<file path="config.mk">
export PLATFORM = sky130hd
export DESIGN_NAME = cdpm_core
export DESIGN_NICKNAME = d
export VERILOG_FILES = /design/src/rtl/cdpm_pkg.sv /design/src/rtl/cdpm_core.sv
export SDC_FILE = /design/constraint.sdc
export NUM_CORES = 1
export LEC_CHECK = 0
export ABC_AREA = 1
export BUFFER_PORTS_ARGS = -buffer_cell sky130_fd_sc_hd__buf_2
export CAP_MARGIN = 20
export CORE_ASPECT_RATIO = 1.75
export CORE_MARGIN = 3
export CORE_UTILIZATION = 40
export CTS_CLUSTER_DIAMETER = 100
export DETAILED_ROUTE_END_ITERATION = 10
export HOLD_SLACK_MARGIN = 0.02
export PLACE_DENSITY = 0.69
export SLEW_MARGIN = 20
export SYNTH_ARGS = -nofsm -noshare
export SYNTH_HDL_FRONTEND = slang
export SYNTH_SLANG_ARGS = --single-unit
export TNS_END_PERCENT = 100
</file>
<file path="constraint.sdc">
create_clock -name mclk -period 5.4 [get_ports mclk]
set_clock_uncertainty 0.15 [all_clocks]
set_input_delay 0.54 -clock mclk [delete_from_list [all_inputs] [get_ports mclk]]
set_output_delay 0.54 -clock mclk [all_outputs]
set_load 0.01 [all_outputs]
</file>
<file path="src/rtl/cdpm_pkg.sv">
package cdpm_pkg;

  // ----------------------------------------------------------------
  // register map (word offsets, byte address = offset)
  // ----------------------------------------------------------------
  localparam logic [3:0] CDPM_ADDR_DIV = 4'h0;
  localparam logic [3:0] CDPM_ADDR_AUX = 4'h4;
  localparam logic [3:0] CDPM_ADDR_POWER_CONTROL_REG = 4'h8;
  localparam logic [3:0] CDPM_ADDR_IEN = 4'hC;

  // ----------------------------------------------------------------
  // field positions
  // ----------------------------------------------------------------
  localparam int CDPM_AUX_BOI = 5;
  localparam int CDPM_AUX_BOD = 6;
  localparam int CDPM_POWER_CONTROL_REG_BOF = 5;
  localparam int CDPM_POWER_CONTROL_REG_POF = 4;
  localparam int CDPM_POWER_CONTROL_REG_PD = 1;
  localparam int CDPM_POWER_CONTROL_REG_IDL = 0;
  localparam int CDPM_IEN_EA = 7;
  localparam int CDPM_IEN_EBO = 5;

  // ----------------------------------------------------------------
  // reset values and timing
  // ----------------------------------------------------------------
  localparam logic [7:0] CDPM_DIV_RST = 8'h00;
  localparam logic [7:0] CDPM_BYTE_RST = 8'h00;
  localparam int CDPM_XTAL_WAIT = 1024;
  localparam int CDPM_RC_WAIT = 256;
  localparam int CDPM_CNT_W = 11;
  localparam logic [CDPM_CNT_W-1:0] CDPM_XTAL_CNT =
    CDPM_CNT_W'(CDPM_XTAL_WAIT - 1);
  localparam logic [CDPM_CNT_W-1:0] CDPM_RC_CNT =
    CDPM_CNT_W'(CDPM_RC_WAIT - 1);

  typedef enum logic [1:0] {
    CDPM_RUN = 2'b00,
    CDPM_IDLE = 2'b01,
    CDPM_PDOWN = 2'b10,
    CDPM_WAKE = 2'b11
  } cdpm_state_t;

endpackage

</file>
<file path="src/rtl/cdpm_core.sv">
// Functional notes
// compat bit halves cpu clock: 12 clocks
// halving also reaches peripheral clock enable
// divider zero: oscillator rate or half
// divider N divides by 2*(N+1)
// divider writable anytime without stalling cpu
// brownout resets, or interrupts when select set
// level select bit picks 2.5 or 3.8 V
// reset held while detector stays active
// interrupt once on detector rising edge
// interrupt needs global and brownout enables
// brownout flag sticky until software clears
// disable bit suppresses brownout reset and interrupt
// power-on flag sticky until software clears
// idle stops cpu; interrupt or reset exits
// power-down stops oscillator and cpu
// exit power-down on reset or wake irq
// brownout resets or wakes in power-down
// wake waits 1024 or 256 clocks
// watchdog reset works during power-down
// brownout logic independent of stopped oscillator
// brownout flag lives in power control bit 5
// new divider applied at period boundary
// idle and power-down bits self-clear on exit
//
// Design decisions made here: the Avalon-MM slave port and the placing of the registers.
module cdpm_core
  import cdpm_pkg::*;
#(
  parameter int DIV_W = 8
) (
  input wire logic mclk,
  input wire logic reset_n,
  input wire logic [3:0] address,
  input wire logic read,
  input wire logic write,
  input wire logic [31:0] writedata,
  output logic [31:0] readdata,
  output logic waitrequest,
  input wire logic compatHalfClock,
  input wire logic brownoutLevelSelect,
  input wire logic crystalOsc,
  input wire logic brownoutDetect,
  input wire logic powerOnDetect,
  input wire logic watchdogReset,
  input wire logic wakeIrq,
  input wire logic anyIrq,
  output logic brownoutThreshHigh,
  output logic brownoutDetEnable,
  output logic cpuClkEn,
  output logic periphClkEn,
  output logic cpuReset,
  output logic brownoutIrq,
  output logic oscEnable
);

  // ----------------------------------------------------------------
  // registers
  // ----------------------------------------------------------------
  logic [DIV_W-1:0] divider_r, divider_nxt;
  logic [DIV_W-1:0] divActive_r, divActive_nxt;
  logic [DIV_W:0] divCnt_r, divCnt_nxt;
  logic halfPh_r, halfPh_nxt;
  logic clkEn_r, clkEn_nxt;
  logic [7:0] aux_r, aux_nxt;
  logic [7:0] ien_r, ien_nxt;
  logic bof_r, bof_nxt;
  logic pof_r, pof_nxt;
  logic idl_r, idl_nxt;
  logic pd_r, pd_nxt;
  logic boPrev_r, boPrev_nxt;
  logic irq_r, irq_nxt;
  logic ack_r, ack_nxt;
  logic [31:0] rdata_r, rdata_nxt;
  logic [CDPM_CNT_W-1:0] wakeCnt_r, wakeCnt_nxt;
  cdpm_state_t state_r, state_nxt;

  logic boActive, boRise, boReset, boIrqEv, wrHit;
  logic [DIV_W:0] periodEnd;
  logic [7:0] pconRd;

  // ----------------------------------------------------------------
  // brownout qualification
  // ----------------------------------------------------------------
  always_comb begin
    brownoutThreshHigh = ~brownoutLevelSelect;
    brownoutDetEnable = ~aux_r[CDPM_AUX_BOD];
    boActive = brownoutDetect & ~aux_r[CDPM_AUX_BOD];
    boRise = boActive & ~boPrev_r;
    boReset = boActive & ~aux_r[CDPM_AUX_BOI];
    boIrqEv = boRise & aux_r[CDPM_AUX_BOI];
    wrHit = write & ack_r;
  end

  // ----------------------------------------------------------------
  // clock divider
  // ----------------------------------------------------------------
  always_comb begin
    // period length minus one: 2*N+1, or 0 when the divider is zero
    if (divActive_r == '0) begin
      periodEnd = '0;
    end else begin
      periodEnd = {divActive_r, 1'b1};
    end
    divActive_nxt = divActive_r;
    halfPh_nxt = halfPh_r;
    divCnt_nxt = divCnt_r + 1'b1;
    clkEn_nxt = 1'b0;
    if (divCnt_r >= periodEnd) begin
      divCnt_nxt = '0;
      divActive_nxt = divider_r;
      halfPh_nxt = ~halfPh_r;
      clkEn_nxt = ~compatHalfClock | halfPh_r;
    end
    if (!oscEnable) begin
      clkEn_nxt = 1'b0;
    end
  end

  always_ff @(posedge mclk or negedge reset_n) begin
    if (!reset_n) begin
      divActive_r <= CDPM_DIV_RST;
      divCnt_r <= '0;
      halfPh_r <= 1'b0;
      clkEn_r <= 1'b0;
    end else begin
      divActive_r <= divActive_nxt;
      divCnt_r <= divCnt_nxt;
      halfPh_r <= halfPh_nxt;
      clkEn_r <= clkEn_nxt;
    end
  end

  // ----------------------------------------------------------------
  // power state machine
  // ----------------------------------------------------------------
  always_comb begin
    state_nxt = state_r;
    wakeCnt_nxt = wakeCnt_r;
    unique case (state_r)
      CDPM_RUN: begin
        if (pd_r) begin
          state_nxt = CDPM_PDOWN;
        end else if (idl_r) begin
          state_nxt = CDPM_IDLE;
        end
      end
      CDPM_IDLE: begin
        if (anyIrq | boIrqEv) begin
          state_nxt = CDPM_RUN;
        end
      end
      CDPM_PDOWN: begin
        if (wakeIrq | boIrqEv) begin
          state_nxt = CDPM_WAKE;
          wakeCnt_nxt = crystalOsc ? CDPM_XTAL_CNT : CDPM_RC_CNT;
        end
      end
      CDPM_WAKE: begin
        if (wakeCnt_r == '0) begin
          state_nxt = CDPM_RUN;
        end else begin
          wakeCnt_nxt = wakeCnt_r - 1'b1;
        end
      end
    endcase
    if (cpuReset) begin
      state_nxt = CDPM_RUN;
    end
  end

  always_ff @(posedge mclk or negedge reset_n) begin
    if (!reset_n) begin
      state_r <= CDPM_RUN;
      wakeCnt_r <= '0;
    end else begin
      state_r <= state_nxt;
      wakeCnt_r <= wakeCnt_nxt;
    end
  end

  // ----------------------------------------------------------------
  // register file and flags
  // ----------------------------------------------------------------
  always_comb begin
    pconRd = '0;
    pconRd[CDPM_POWER_CONTROL_REG_BOF] = bof_r;
    pconRd[CDPM_POWER_CONTROL_REG_POF] = pof_r;
    pconRd[CDPM_POWER_CONTROL_REG_PD] = pd_r;
    pconRd[CDPM_POWER_CONTROL_REG_IDL] = idl_r;
    divider_nxt = divider_r;
    aux_nxt = aux_r;
    ien_nxt = ien_r;
    bof_nxt = bof_r;
    pof_nxt = pof_r;
    idl_nxt = idl_r;
    pd_nxt = pd_r;
    ack_nxt = (read | write) & ~ack_r;
    rdata_nxt = '0;
    if (read & ~ack_r) begin
      unique case (address)
        CDPM_ADDR_DIV: rdata_nxt = 32'(divider_r);
        CDPM_ADDR_AUX: rdata_nxt = 32'(aux_r);
        CDPM_ADDR_POWER_CONTROL_REG: rdata_nxt = 32'(pconRd);
        CDPM_ADDR_IEN: rdata_nxt = 32'(ien_r);
        default: rdata_nxt = '0;
      endcase
    end
    if (wrHit) begin
      unique case (address)
        CDPM_ADDR_DIV: divider_nxt = writedata[DIV_W-1:0];
        CDPM_ADDR_AUX: aux_nxt = writedata[7:0];
        CDPM_ADDR_POWER_CONTROL_REG: begin
          bof_nxt = writedata[CDPM_POWER_CONTROL_REG_BOF];
          pof_nxt = writedata[CDPM_POWER_CONTROL_REG_POF];
          pd_nxt = writedata[CDPM_POWER_CONTROL_REG_PD];
          idl_nxt = writedata[CDPM_POWER_CONTROL_REG_IDL];
        end
        CDPM_ADDR_IEN: ien_nxt = writedata[7:0];
        default: ;
      endcase
    end
    // hardware set wins over software clear
    if (boReset | boIrqEv) begin
      bof_nxt = 1'b1;
    end
    if (powerOnDetect) begin
      pof_nxt = 1'b1;
    end
    if (state_r == CDPM_IDLE && state_nxt == CDPM_RUN) begin
      idl_nxt = 1'b0;
    end
    if (state_r == CDPM_WAKE && state_nxt == CDPM_RUN) begin
      pd_nxt = 1'b0;
    end
    if (cpuReset) begin
      idl_nxt = 1'b0;
      pd_nxt = 1'b0;
    end
    boPrev_nxt = boActive;
    irq_nxt = irq_r;
    if (boIrqEv) begin
      irq_nxt = 1'b1;
    end else if (wrHit && address == CDPM_ADDR_POWER_CONTROL_REG &&
                 !writedata[CDPM_POWER_CONTROL_REG_BOF]) begin
      irq_nxt = 1'b0;
    end
  end

  always_ff @(posedge mclk or negedge reset_n) begin
    if (!reset_n) begin
      divider_r <= CDPM_DIV_RST;
      aux_r <= CDPM_BYTE_RST;
      ien_r <= CDPM_BYTE_RST;
      bof_r <= 1'b0;
      pof_r <= 1'b0;
      idl_r <= 1'b0;
      pd_r <= 1'b0;
      boPrev_r <= 1'b0;
      irq_r <= 1'b0;
      ack_r <= 1'b0;
      rdata_r <= '0;
    end else begin
      divider_r <= divider_nxt;
      aux_r <= aux_nxt;
      ien_r <= ien_nxt;
      bof_r <= bof_nxt;
      pof_r <= pof_nxt;
      idl_r <= idl_nxt;
      pd_r <= pd_nxt;
      boPrev_r <= boPrev_nxt;
      irq_r <= irq_nxt;
      ack_r <= ack_nxt;
      rdata_r <= rdata_nxt;
    end
  end

  // ----------------------------------------------------------------
  // outputs
  // ----------------------------------------------------------------
  always_comb begin
    waitrequest = (read | write) & ~ack_r;
    readdata = rdata_r;
    oscEnable = (state_r != CDPM_PDOWN);
    cpuReset = boReset | watchdogReset;
    cpuClkEn = clkEn_r & (state_r == CDPM_RUN);
    periphClkEn = clkEn_r & (state_r != CDPM_WAKE);
    brownoutIrq = irq_r & ien_r[CDPM_IEN_EA] & ien_r[CDPM_IEN_EBO];
  end

  // ----------------------------------------------------------------
  // checks
  // ----------------------------------------------------------------
  chk_reset_follows_bo: assert property (
    @(posedge mclk) disable iff (!reset_n)
    brownoutDetect & ~aux_r[CDPM_AUX_BOD] & ~aux_r[CDPM_AUX_BOI]
      |-> cpuReset)
    else $error("brownout reset not held");
  chk_disable_blocks_bo: assert property (
    @(posedge mclk) disable iff (!reset_n)
    aux_r[CDPM_AUX_BOD] & ~watchdogReset |-> !cpuReset)
    else $error("disabled brownout caused reset");
  chk_irq_once_rise: assert property (
    @(posedge mclk) disable iff (!reset_n)
    boIrqEv |=> !boIrqEv)
    else $error("brownout irq event repeated");
  chk_irq_gated_en: assert property (
    @(posedge mclk) disable iff (!reset_n)
    brownoutIrq |-> ien_r[CDPM_IEN_EA] && ien_r[CDPM_IEN_EBO])
    else $error("brownout irq without enables");
  chk_bof_sticky_set: assert property (
    @(posedge mclk) disable iff (!reset_n)
    boReset |=> bof_r)
    else $error("brownout flag not set");
  chk_bof_irq_set: assert property (
    @(posedge mclk) disable iff (!reset_n)
    boIrqEv |=> bof_r)
    else $error("brownout flag not set by irq");
  chk_bof_flag_hold: assert property (
    @(posedge mclk) disable iff (!reset_n)
    bof_r && !(wrHit && address == CDPM_ADDR_POWER_CONTROL_REG)
      |=> bof_r)
    else $error("brownout flag lost without clear");
  chk_pof_sticky_set: assert property (
    @(posedge mclk) disable iff (!reset_n)
    powerOnDetect |=> pof_r)
    else $error("power-on flag not set");
  chk_pof_flag_hold: assert property (
    @(posedge mclk) disable iff (!reset_n)
    pof_r && !(wrHit && address == CDPM_ADDR_POWER_CONTROL_REG)
      |=> pof_r)
    else $error("power-on flag lost without clear");
  chk_pdown_osc_off: assert property (
    @(posedge mclk) disable iff (!reset_n)
    state_r == CDPM_PDOWN |-> !oscEnable && !cpuClkEn)
    else $error("clock running in power-down");
  chk_wake_rc_count: assert property (
    @(posedge mclk) disable iff (!reset_n)
    state_r == CDPM_PDOWN && wakeIrq && !crystalOsc && !cpuReset
      |=> (state_r == CDPM_WAKE)[*8])
    else $error("wake count too short");
  chk_wake_xtal_count: assert property (
    @(posedge mclk) disable iff (!reset_n)
    state_r == CDPM_PDOWN && wakeIrq && crystalOsc && !cpuReset
      |=> (state_r == CDPM_WAKE)[*8])
    else $error("crystal wake count too short");
  chk_wake_osc_on: assert property (
    @(posedge mclk) disable iff (!reset_n)
    state_r == CDPM_WAKE |-> oscEnable && !cpuClkEn)
    else $error("wake state clocks wrong");
  chk_wake_clears_pd: assert property (
    @(posedge mclk) disable iff (!reset_n)
    state_r == CDPM_WAKE && wakeCnt_r == '0
      |=> state_r == CDPM_RUN && !pd_r)
    else $error("wake end left power-down set");
  chk_bo_wakes_pd: assert property (
    @(posedge mclk) disable iff (!reset_n)
    state_r == CDPM_PDOWN && boIrqEv && !cpuReset
      |=> state_r == CDPM_WAKE)
    else $error("brownout irq did not wake");
  chk_wdog_forces_reset: assert property (
    @(posedge mclk) disable iff (!reset_n)
    watchdogReset |-> cpuReset)
    else $error("watchdog reset not passed on");
  chk_idle_cpu_stop: assert property (
    @(posedge mclk) disable iff (!reset_n)
    state_r == CDPM_IDLE |-> !cpuClkEn)
    else $error("cpu clocked in idle");
  chk_idle_exit_irq: assert property (
    @(posedge mclk) disable iff (!reset_n)
    state_r == CDPM_IDLE && anyIrq |=> state_r == CDPM_RUN)
    else $error("idle not left on irq");
  chk_div_load_boundary: assert property (
    @(posedge mclk) disable iff (!reset_n)
    divCnt_r < periodEnd |=> $stable(divActive_r))
    else $error("divider changed inside period");
  chk_div_pulse_single: assert property (
    @(posedge mclk) disable iff (!reset_n)
    divActive_r != '0 && clkEn_r |=> !clkEn_r)
    else $error("divided enable longer than one cycle");
  chk_compat_half: assert property (
    @(posedge mclk) disable iff (!reset_n)
    compatHalfClock && $stable(compatHalfClock) && divActive_r == '0 &&
      clkEn_r |=> !clkEn_r)
    else $error("compat clock not halved");

endmodule // cdpm_core

</file>
==> impl_metrics.tcl, run 1 <==
set metrics [dict create \
    status "finished, final reports clean" \
    drive_gt1_share_pct 16.7 \
    fin_ws_ps 3100 \
    min_period_over_period_pct 42.6 \
    cts_setup_buffers 0 \
    cp.arrival_ps 2330 \
    grt_pass1_vias 2912 \
    num_rows 45 \
    synth_top_area_share_pct 48.4 \
    htreeDepth 3 \
    antenna_found_initial 0 \
    slew_headroom_pct 40.6 \
    start_util_pct 41.8 \
    tns_ps 0 \
    setup_viol 0 \
    syn-instance-count 443 \
    vias 2876 \
    hp-class "in -> async" \
    fin_crit_ps 2300 \
    yosys_warnings 0 \
    fmax_ghz 0.435 \
    io_buffers 39 \
    syn_to_final_growth_pct 13.8 \
    synth_area_leader_cell "dfrtp_1" \
    ys_ff_latch 71 \
    fin_cells 609 \
    slew_violations 0 \
    clk_pin_slew_worst_paths_ps 50 \
    drt-total-wl_um 7510 \
    vias_per_cell 4.72 \
    first_pass_iters 4 \
    rsz0062_at_grt "false" \
    die_y_um 133 \
    grt.total_usage_pct 15.9 \
    max-clock-path-buffers 2 \
    n_antenna_cell 0 \
    syn_area_mm2 0.00367 \
    ant_nets 0 \
    path_max_fanout 27 \
    powerDensity_mw_per_mm2 403 \
    ys_types 36 \
    core_mm2 0.00878 \
    finalHoldWorstSlack_ps 249 \
    insertion_delay_ps 330 \
    globalplace.congestion 0.801 \
    grt_max_degree 72 \
    ir_drop_v 0.000267 \
    p_leak_nw 2.17 \
    synthFlopType "dfrtp_1" \
    synthTopCellsByArea "dfrtp_1 48%, nand2_1 11%, inv_1 5.6%" \
    grt_pass1_wl_um 12900 \
    synthTopCellsByCount "108 x nand2_1, 71 x dfrtp_1, 55 x inv_1" \
    die_x_um 78.4 \
    post_drt_wl_per_cell_um 12.3 \
    cap_viol_max_count 0 \
    post_cts_resized 0 \
    cts.sinks 71 \
    dp_slack_ps 3090 \
    hold_buffers 0 \
    start_kind "register" \
    grt_overflow 0 \
    cts_tree "built" \
    root_buffer "clkbuf_16" \
    final_cell_area_mm2 0.00418 \
    synthArstFlopShare_pct 100 \
    cp-end-kind "register" \
    dieArea_mm2 0.0104 \
    critPathKind "reg -> reg" \
    yosysMostFrequentCell "nand2_1" \
    tightest_slew_ps 891 \
    drt_first_iter_violations 156 \
    layout.nets 546 \
    post_dp_cell_area_mm2 0.00388 \
    hold_violations 0 \
    drc 0 \
    required_ps 5430 \
    dp_cells 593 \
    synth_edf_count 0 \
    ios 88 \
    ys_seq_area_share_pct 48.4 \
    cts-buffers-inserted 9 \
    hpwl_um 5690 \
    syn_area_per_cell_um2 8.28 \
]
flip-flops by register name, summed over array words and instances (netlist names), 2 cells and up:
| name | flops |
|---|---|
| divider_r | 8 |
| state_r | 2 |
| divActive_r | 8 |
| divCnt_r | 9 |
| readdata | 8 |
| wakeCnt_r | 11 |
| ien_r | 8 |
| aux_r | 8 |
layer usage:
layer	GRT usage, %	wire length [um]	vias up
li1	-	-	1449
met1	16.5	2780	1343
met4	8.27	218	0
met2	28.4	4150	66
met5	0	0	-
met3	4.36	355	18
worst max-delay path, stage by stage (launching register included):
cell and delay (ps):
dfrtp_1 370, nor4_1 330, nand2_1 90, ha_1 280
nand2_1 60, nor3_1 50, nand2_1 60, nand3_2 440
xor2_1 300
logic make-up after synthesis:
| logic type | after synthesis | share of synthesized area, % |
|---|---|---|
| adders and majority gates | 11 | 3.75 |
| xor gates and xnor gates | 7 | 1.67 |
| buffers and inverters | 98 | 12.9 |
| AOI/OAI and AO/OA | 71 | 10.7 |
| other | 1 | 0.102 |
| and+or+nand+nor | 184 | 22.4 |
| DFF | 71 | 48.4 |
cell type report:
type	count	area [um^2]
fill	869	4610
sequential	71	1780
multi-input combinational	297	1500
inverter	68	255
clock buffer	12	246
timing repair buffer	40	203
tap	117	146
clock inverter	4	45.0
metrics by stage:
| step | total power [W] | util (%) |
|---|---|---|
| final | 0.00169 | 47.5 |
| after global routing | 0.00181 | 47.5 |
| after detailed placement | 0.00112 | 44.2 |
| after floorplan | 0.00103 | - |
| after global placement | 0.00110 | 44.2 |
| after CTS | 0.00171 | 47.5 |
report_power, final:
part	internal (W)	total [W]	switching, W
Clock	0.000367	0.000577	0.000210
Combinational	0.000146	0.000422	0.000275
Sequential	0.000626	0.000686	0.0000599
layout by cell type, fill, tap and decap left out, types with 2 or more instances in the layout:
master / instances
nand2_1: 108
dfrtp_1: 71
inv_1: 55
o21ai_1: 41
buf_2: 39
nor2_1: 33
conb_1: 24
nand3_1: 20
a21oi_1: 14
inv_2: 12
ha_1: 11
clkbuf_16: 9
xor2_1: 5
nand4_1: 4
o21ai_0: 4
nor2_2: 3
nor3b_2: 3
a41oi_1: 3
clkinv_2: 3
nor4_1: 2
nand2_2: 2
nor2_4: 2
nand3_2: 2
nand2_4: 2
xnor2_1: 2
o211ai_1: 2
a22oi_1: 2
clkbuf_1: 2
worst paths after layout:
path / start / slack [ps] / cells after the start / end
max in group asynchronous: reset_n / 4260 / 2 / halfPh_r
max: divActive_r[4] / 3100 / 8 / halfPh_r
min reg2reg: halfPh_r / 320 / 1 / halfPh_r
min: reset_n / 250 / 2 / aux_r[2]
min in group mclk: powerOnDetect / 250 / 3 / pof_r
max reg2reg: divActive_r[4] / 3100 / 8 / halfPh_r
Note: power is estimated with default switching activity, not from simulation.
==> inputs of run 2 (changes only) <==
--- a/config.mk
+++ b/config.mk
@@ -5,7 +5,7 @@
 export SDC_FILE = /design/constraint.sdc
 export NUM_CORES = 1
 export LEC_CHECK = 0
-export ABC_AREA = 1
+export ABC_AREA = 0
 export BUFFER_PORTS_ARGS = -buffer_cell sky130_fd_sc_hd__buf_2
 export CAP_MARGIN = 20
 export CORE_ASPECT_RATIO = 1.75
@@ -14,7 +14,7 @@
 export CTS_CLUSTER_DIAMETER = 100
 export DETAILED_ROUTE_END_ITERATION = 10
 export HOLD_SLACK_MARGIN = 0.02
-export PLACE_DENSITY = 0.69
+export PLACE_DENSITY = 0.7
 export SLEW_MARGIN = 20
 export SYNTH_ARGS = -nofsm -noshare
 export SYNTH_HDL_FRONTEND = slang
==> constraint.sdc (replaced) <==
create_clock -name mclk -period 1.9 [get_ports mclk]
set_clock_uncertainty 0.15 [all_clocks]
set_input_delay 0.19 -clock mclk [delete_from_list [all_inputs] [get_ports mclk]]
set_output_delay 0.19 -clock mclk [all_outputs]
set_load 0.01 [all_outputs]
==> run 2 against run 1 <==
Effect of this change: the run now ends with setup timing left; utilization increased by 5.4 points; first-iteration DRC count shrank 5.8%; synthesized area rose by 5.8%; final area grew 20%; synthesized cell count fell by 14%; global-route usage grew 2.6 points; power is 140% higher; sequential share of layout area decreased by 7.1 points; setup slack got worse by 3400 ps; critical endpoint is now clkEn_r; highest routed layer unchanged.
==> impl_metrics.tcl, run 2 <==
set metrics [dict create \
    ir_drop_v 0.000669 \
    post_drt_wl_per_cell_um 15.9 \
    cts_tree "built" \
    r2r_slack_ps -300 \
    synth_top_area_share_pct 45.8 \
    cp-end-kind "register" \
    dp_slack_ps -444 \
    busiest_layer "met2" \
    synthTopCellsByArea "dfrtp_1 46%, buf_4 4.6%, mux2_2 4.6%" \
    final_cell_area_mm2 0.00502 \
    min_period_over_period_pct 116 \
    hold_violations 0 \
    top_register "wakeCnt_r" \
    slew_headroom_pct 51.7 \
    violations "setup timing" \
    start_kind "register" \
    dieArea_mm2 0.0110 \
    switching_share_pct 24.3 \
    die_x_um 80.5 \
    cp_num_buf_inv 1 \
    worstReg2RegEnd "clkEn_r" \
    crit_chain "nor4_2 > nand2_1 > ha_1 > nand2b_4 > a211oi_4 > buf_6 > o211ai_4 > and3_1" \
    synth_area_leader_cell "dfrtp_1" \
    cpPeakStageDelay_ps 400 \
    ys_types 52 \
    first_pass_iters 4 \
    core_mm2 0.00947 \
    reg2reg_from "divActive_r[3]" \
    grt_util_met2_pct 32.5 \
    vias_per_cell 5.41 \
    hold_end "state_r[1]" \
    final_common_cell "dfrtp_1" \
    drc 0 \
    drt-total-wl_um 9590 \
    final_cell_mix "71 x dfrtp_1, 39 x buf_2, 39 x buf_4" \
    yosysMostFrequentCell "dfrtp_1" \
    grt_overflow 0 \
    insertion_delay_ps 330 \
    p_sw_w 0.000974 \
    p_leak_nw 2.36 \
    setup_viol 19 \
    slew_violations 0 \
    grt_pass1_wl_um 15600 \
    clk_pin_slew_worst_paths_ps 50 \
    intPower_w 0.00304 \
    min_path_cells 3 \
    cp_slowest_cell "dfrtp_1" \
    syn-instance-count 381 \
    status "finished, violations left" \
    clkPwrFrac_pct 42.8 \
    synth_edf_count 0 \
    fin_crit_ps 2200 \
    crit_family "simple AND/OR/NAND/NOR gates" \
    tightest_slew_ps 720 \
    seqPwrFrac_pct 45.4 \
    antenna_found_initial 0 \
    ios 88 \
    r2r.worst_path.cells 8 \
    root_buffer "clkbuf_16" \
    post_dp_cell_area_mm2 0.00442 \
    fin_ws_ps -303 \
    n_antenna_cell 0 \
    comb_power_share_pct 11.9 \
    syn_to_final_growth_pct 29.3 \
    rsz0062_at_grt "true" \
    syn_area_mm2 0.00388 \
    required_ps 1970 \
    fmax_ghz 0.454 \
    hp-start "watchdogReset" \
    path_max_fanout 5 \
    globalplace.congestion 0.845 \
    synthArstFlopShare_pct 100 \
    finalHoldWorstSlack_ps 47.4 \
    synthFlopType "dfrtp_1" \
    cp.arrival_ps 2270 \
    cts.sinks 71 \
    powerDensity_mw_per_mm2 800 \
    ys_ff_latch 71 \
    start_util_pct 41.0 \
    yosys_warnings 0 \
    use_met1_pct 20.7 \
    cap_viol_max_count 0 \
    syn_area_per_cell_um2 10.2 \
    die_y_um 136 \
    ant_nets 0 \
    fillCellCount 830 \
    vias 3258 \
    num_rows 47 \
    ys_seq_area_share_pct 45.8 \
    synthTopCellsByCount "71 x dfrtp_1, 27 x inv_1, 24 x buf_4" \
    gr-usage-met3_pct 3.78 \
    largest_reg_flops 11 \
    htreeDepth 3 \
    grt_pass1_vias 3284 \
    critPathKind "reg -> reg" \
    io_buffers 39 \
    max-clock-path-buffers 2 \
    grt.total_usage_pct 18.5 \
    grt_max_degree 72 \
    cts-buffers-inserted 9 \
    reg.largest.list "wakeCnt_r: 11 flops, divCnt_r: 9 flops" \
    hp-class "in -> reg" \
    hpwl_um 6890 \
    drive_gt1_share_pct 30.6 \
    drt_first_iter_violations 147 \
    layout.nets 534 \
]
[run 2: logic make-up (layout without fill, tap and decap cells)]
family | count (synthesis) | count (layout) | synth area share (%)
DFF | 71 | 71 | 45.8
other | 1 | 24 | 0.0966
adders and majority gates | 11 | 11 | 3.55
and+or+nand+nor | 114 | 114 | 16.0
muxes | 27 | 27 | 8.77
xor gates and xnor gates | 8 | 8 | 1.81
buffers and inverters | 65 | 140 | 8.70
AOI/OAI and AO/OA | 84 | 85 | 15.3
[run 2: repair_timing]
item | 4_1_cts | 5_1_grt
setup endpoints to repair | 19 | 24
endpoints found under the hold margin | 102 | 0
pin swaps | 6 | 12
gates cloned | 1 | 1
gates resized for setup | 10 | 18
hold buffers | 14 | 0
setup buffers | 2 | 0
[run 2: through the flow]
stage          utilization [%]  setup TNS [ps]  total power [W]  instances
2_1_floorplan                -           -1000          0.00214        404
4_1_cts                   52.2           -5210          0.00403        601
3_5_place_dp              46.7           -7340          0.00229        568
5_1_grt                   53.0           -7450          0.00419        602
6_report                  53.0           -4580          0.00401        602
3_3_place_gp              46.7           -5430          0.00226        568
[run 2: layout make-up]
cell class	instances	area [um^2]	share of cell area, %
Sequential cell	71	1780	35.4
Timing Repair Buffer	97	693	13.8
Inverter	27	101	2.02
Multi-Input combinational cell	269	1980	39.5
Clock inverter	3	40.0	0.798
Tap cell	122	153	3.04
Clock buffer	13	270	5.39
[run 2: metal layers]
metal  wire [um]  vias up
met5           0        -
met4         344        0
met3         401       28
met2        5160      107
met1        3680     1578
li1            -     1545
[run 2: worst max-delay path by stage]
stage / start / to / slack, ps / cells past startpoint
floorplan: divActive_r[0] / clkEn_r / -110 / 7
global placement: divActive_r[0] / clkEn_r / -330 / 7
detailed placement: divActive_r[4] / divActive_r[0] / -440 / 7
CTS: divActive_r[2] / clkEn_r / -320 / 8
global route: divActive_r[3] / clkEn_r / -440 / 8
finish: divActive_r[3] / clkEn_r / -300 / 8
[run 2: worst register-to-register path: stages (launching register included)]
cell and delay [ps]:
dfrtp_1 400, nor4_2 300, nand2_1 100, ha_1 270, nand2b_4 150, a211oi_4 250, buf_6 170, o211ai_4 120
and3_1 190
[run 2: power groups by stage]
stage | Combinational [W] | Clock [W] | Sequential (W)
after floorplan | 0.000334 | 0 | 0.00180
after global placement | 0.000432 | 0 | 0.00183
after detailed placement | 0.000449 | 0 | 0.00184
after CTS | 0.000474 | 0.00175 | 0.00181
after global routing | 0.000536 | 0.00182 | 0.00184
final | 0.000476 | 0.00172 | 0.00182
==> inputs of run 3 (changes only) <==
--- a/config.mk
+++ b/config.mk
@@ -14,9 +14,8 @@
 export CTS_CLUSTER_DIAMETER = 100
 export DETAILED_ROUTE_END_ITERATION = 10
 export HOLD_SLACK_MARGIN = 0.02
-export PLACE_DENSITY = 0.7
 export SLEW_MARGIN = 20
 export SYNTH_ARGS = -nofsm -noshare
 export SYNTH_HDL_FRONTEND = slang
 export SYNTH_SLANG_ARGS = --single-unit
-export TNS_END_PERCENT = 100
+export TNS_END_PERCENT = 20
==> run 3 against run 2 <==
Effect of this change: the run still ends with setup timing left; worst hold slack lost 3.6 ps; flip-flop and latch count is the same; utilization shrank 0.46 points; wire length grew 2.3%; final area shrank 0.87%; clock-buffer cell count shrank 4; critical path type unchanged; largest cell class unchanged.
==> impl_metrics.tcl, run 3 (same netlist as run 2, synthesis figures left out) <==
set metrics [dict create \
    dieArea_mm2 0.0110 \
    hp-class "in -> reg" \
    powerDensity_mw_per_mm2 799 \
    fin_crit_ps 2190 \
    largest_reg_flops 11 \
    hp-start "watchdogReset" \
    vias 3235 \
    violations "setup timing" \
    layout.nets 536 \
    ir_drop_v 0.000637 \
    insertion_delay_ps 340 \
    rsz0062_at_grt "true" \
    vias_per_cell 5.36 \
    drive_gt1_share_pct 30.9 \
    root_buffer "clkbuf_16" \
    slew_violations 0 \
    p_leak_nw 2.34 \
    drc 0 \
    grt_max_degree 53 \
    ios 88 \
    cts_tree "built" \
    path_max_fanout 4 \
    io_buffers 39 \
    grt.total_usage_pct 19.1 \
    grt_pass1_vias 3361 \
    max-clock-path-buffers 2 \
    worstReg2RegEnd "divCnt_r[5]" \
    final_common_cell "dfrtp_1" \
    min_path_cells 3 \
    ant_nets 0 \
    required_ps 2000 \
    antenna_found_initial 0 \
    dp_cells 570 \
    slew_headroom_pct 59.7 \
    start_kind "register" \
    fmax_ghz 0.456 \
    setup_viol 19 \
    grt_pass1_wl_um 16000 \
    cts.sinks 71 \
    hold_end "state_r[1]" \
    die_x_um 80.5 \
    reg.largest.list "wakeCnt_r: 11 flops, divCnt_r: 9 flops" \
    fin_cells 604 \
    tns_ps -4920 \
    critPathKind "reg -> reg" \
    globalplace.congestion 0.838 \
    num_rows 47 \
    reg2reg_from "divActive_r[4]" \
    final_cell_mix "71 x dfrtp_1, 46 x buf_4, 39 x buf_2" \
    status "finished, violations left" \
    cts-buffers-inserted 9 \
    top_register "wakeCnt_r" \
    dp_slack_ps -406 \
    fin_ws_ps -293 \
    cap_viol_max_count 0 \
    total_power_w 0.00397 \
    finalHoldWorstSlack_ps 43.8 \
    first_pass_iters 4 \
    post_drt_wl_per_cell_um 16.2 \
    hpwl_um 7190 \
    cp.arrival_ps 2300 \
    die_y_um 136 \
    r2r.worst_path.cells 8 \
    n_antenna_cell 0 \
    clk_pin_slew_worst_paths_ps 60 \
    start_util_pct 41.0 \
    grt_overflow 0 \
    syn_to_final_growth_pct 28.1 \
    drt_first_iter_violations 201 \
    tightest_slew_ps 604 \
    core_mm2 0.00947 \
    r2r_slack_ps -290 \
    htreeDepth 3 \
    drt-total-wl_um 9810 \
    min_period_over_period_pct 115 \
    cp-end-kind "register" \
    hold_violations 0 \
]
[run 3: metrics by stage]
stage	instance area [um^2]	util, %
floorplan	3990	-
global placement	4440	46.9
detailed placement	4440	46.9
CTS	4920	51.9
global route	4970	52.5
finish	4970	52.5
[run 3: worst max path at each step]
| stage | start | end |
|---|---|---|
| 2_1_floorplan | divActive_r[0] | clkEn_r |
| 3_3_place_gp | divActive_r[4] | halfPh_r |
| 3_5_place_dp | divActive_r[4] | divCnt_r[7] |
| 4_1_cts | divActive_r[6] | clkEn_r |
| 5_1_grt | divActive_r[4] | divCnt_r[5] |
| 6_report | divActive_r[4] | divCnt_r[5] |
[run 3: layer usage]
metal / vias to the layer above / share of wire, % / global-route usage, % / wire [um]
met5: - / 0 / 0 / 0
met4: 0 / 2.8 / 7.99 / 273
met3: 23 / 3.8 / 3.78 / 371
met2: 90 / 56 / 35.6 / 5510
met1: 1579 / 37 / 20.4 / 3660
li1: 1543 / - / - / -
[run 3: power breakdown]
group          internal [W]  leakage, nW  switching (W)
registers           0.00168        0.844       0.000135
clock network       0.00102        0.142       0.000664
logic              0.000241         1.35       0.000237
total               0.00294         2.34        0.00104
[run 3: final cells by class]
type	instances	area [um^2]
sequential	71	1780
tap	122	153
clock buffer	9	225
timing repair buffer	100	701
clock inverter	7	72.6
inverter	27	101
multi-input combinational	268	1940
fill	866	4490
[run 3: worst max-delay path: stages, from the launching register on]
cell and delay, ps:
dfrtp_1 400, nor4_2 290, nand2_1 80, ha_1 270
nand2b_4 170, a211oi_4 270, o211ai_2 150, buf_4 190
a21oi_1 140
[run 3: repair_timing]
action / CTS / global route
pin swaps: 4 / 4
hold buffers: 14 / 0
hold endpoints to repair: 48 / 0
resized for setup: 8 / 7
endpoints found under the setup margin: 19 / 27
buffers inserted: 1 / 3
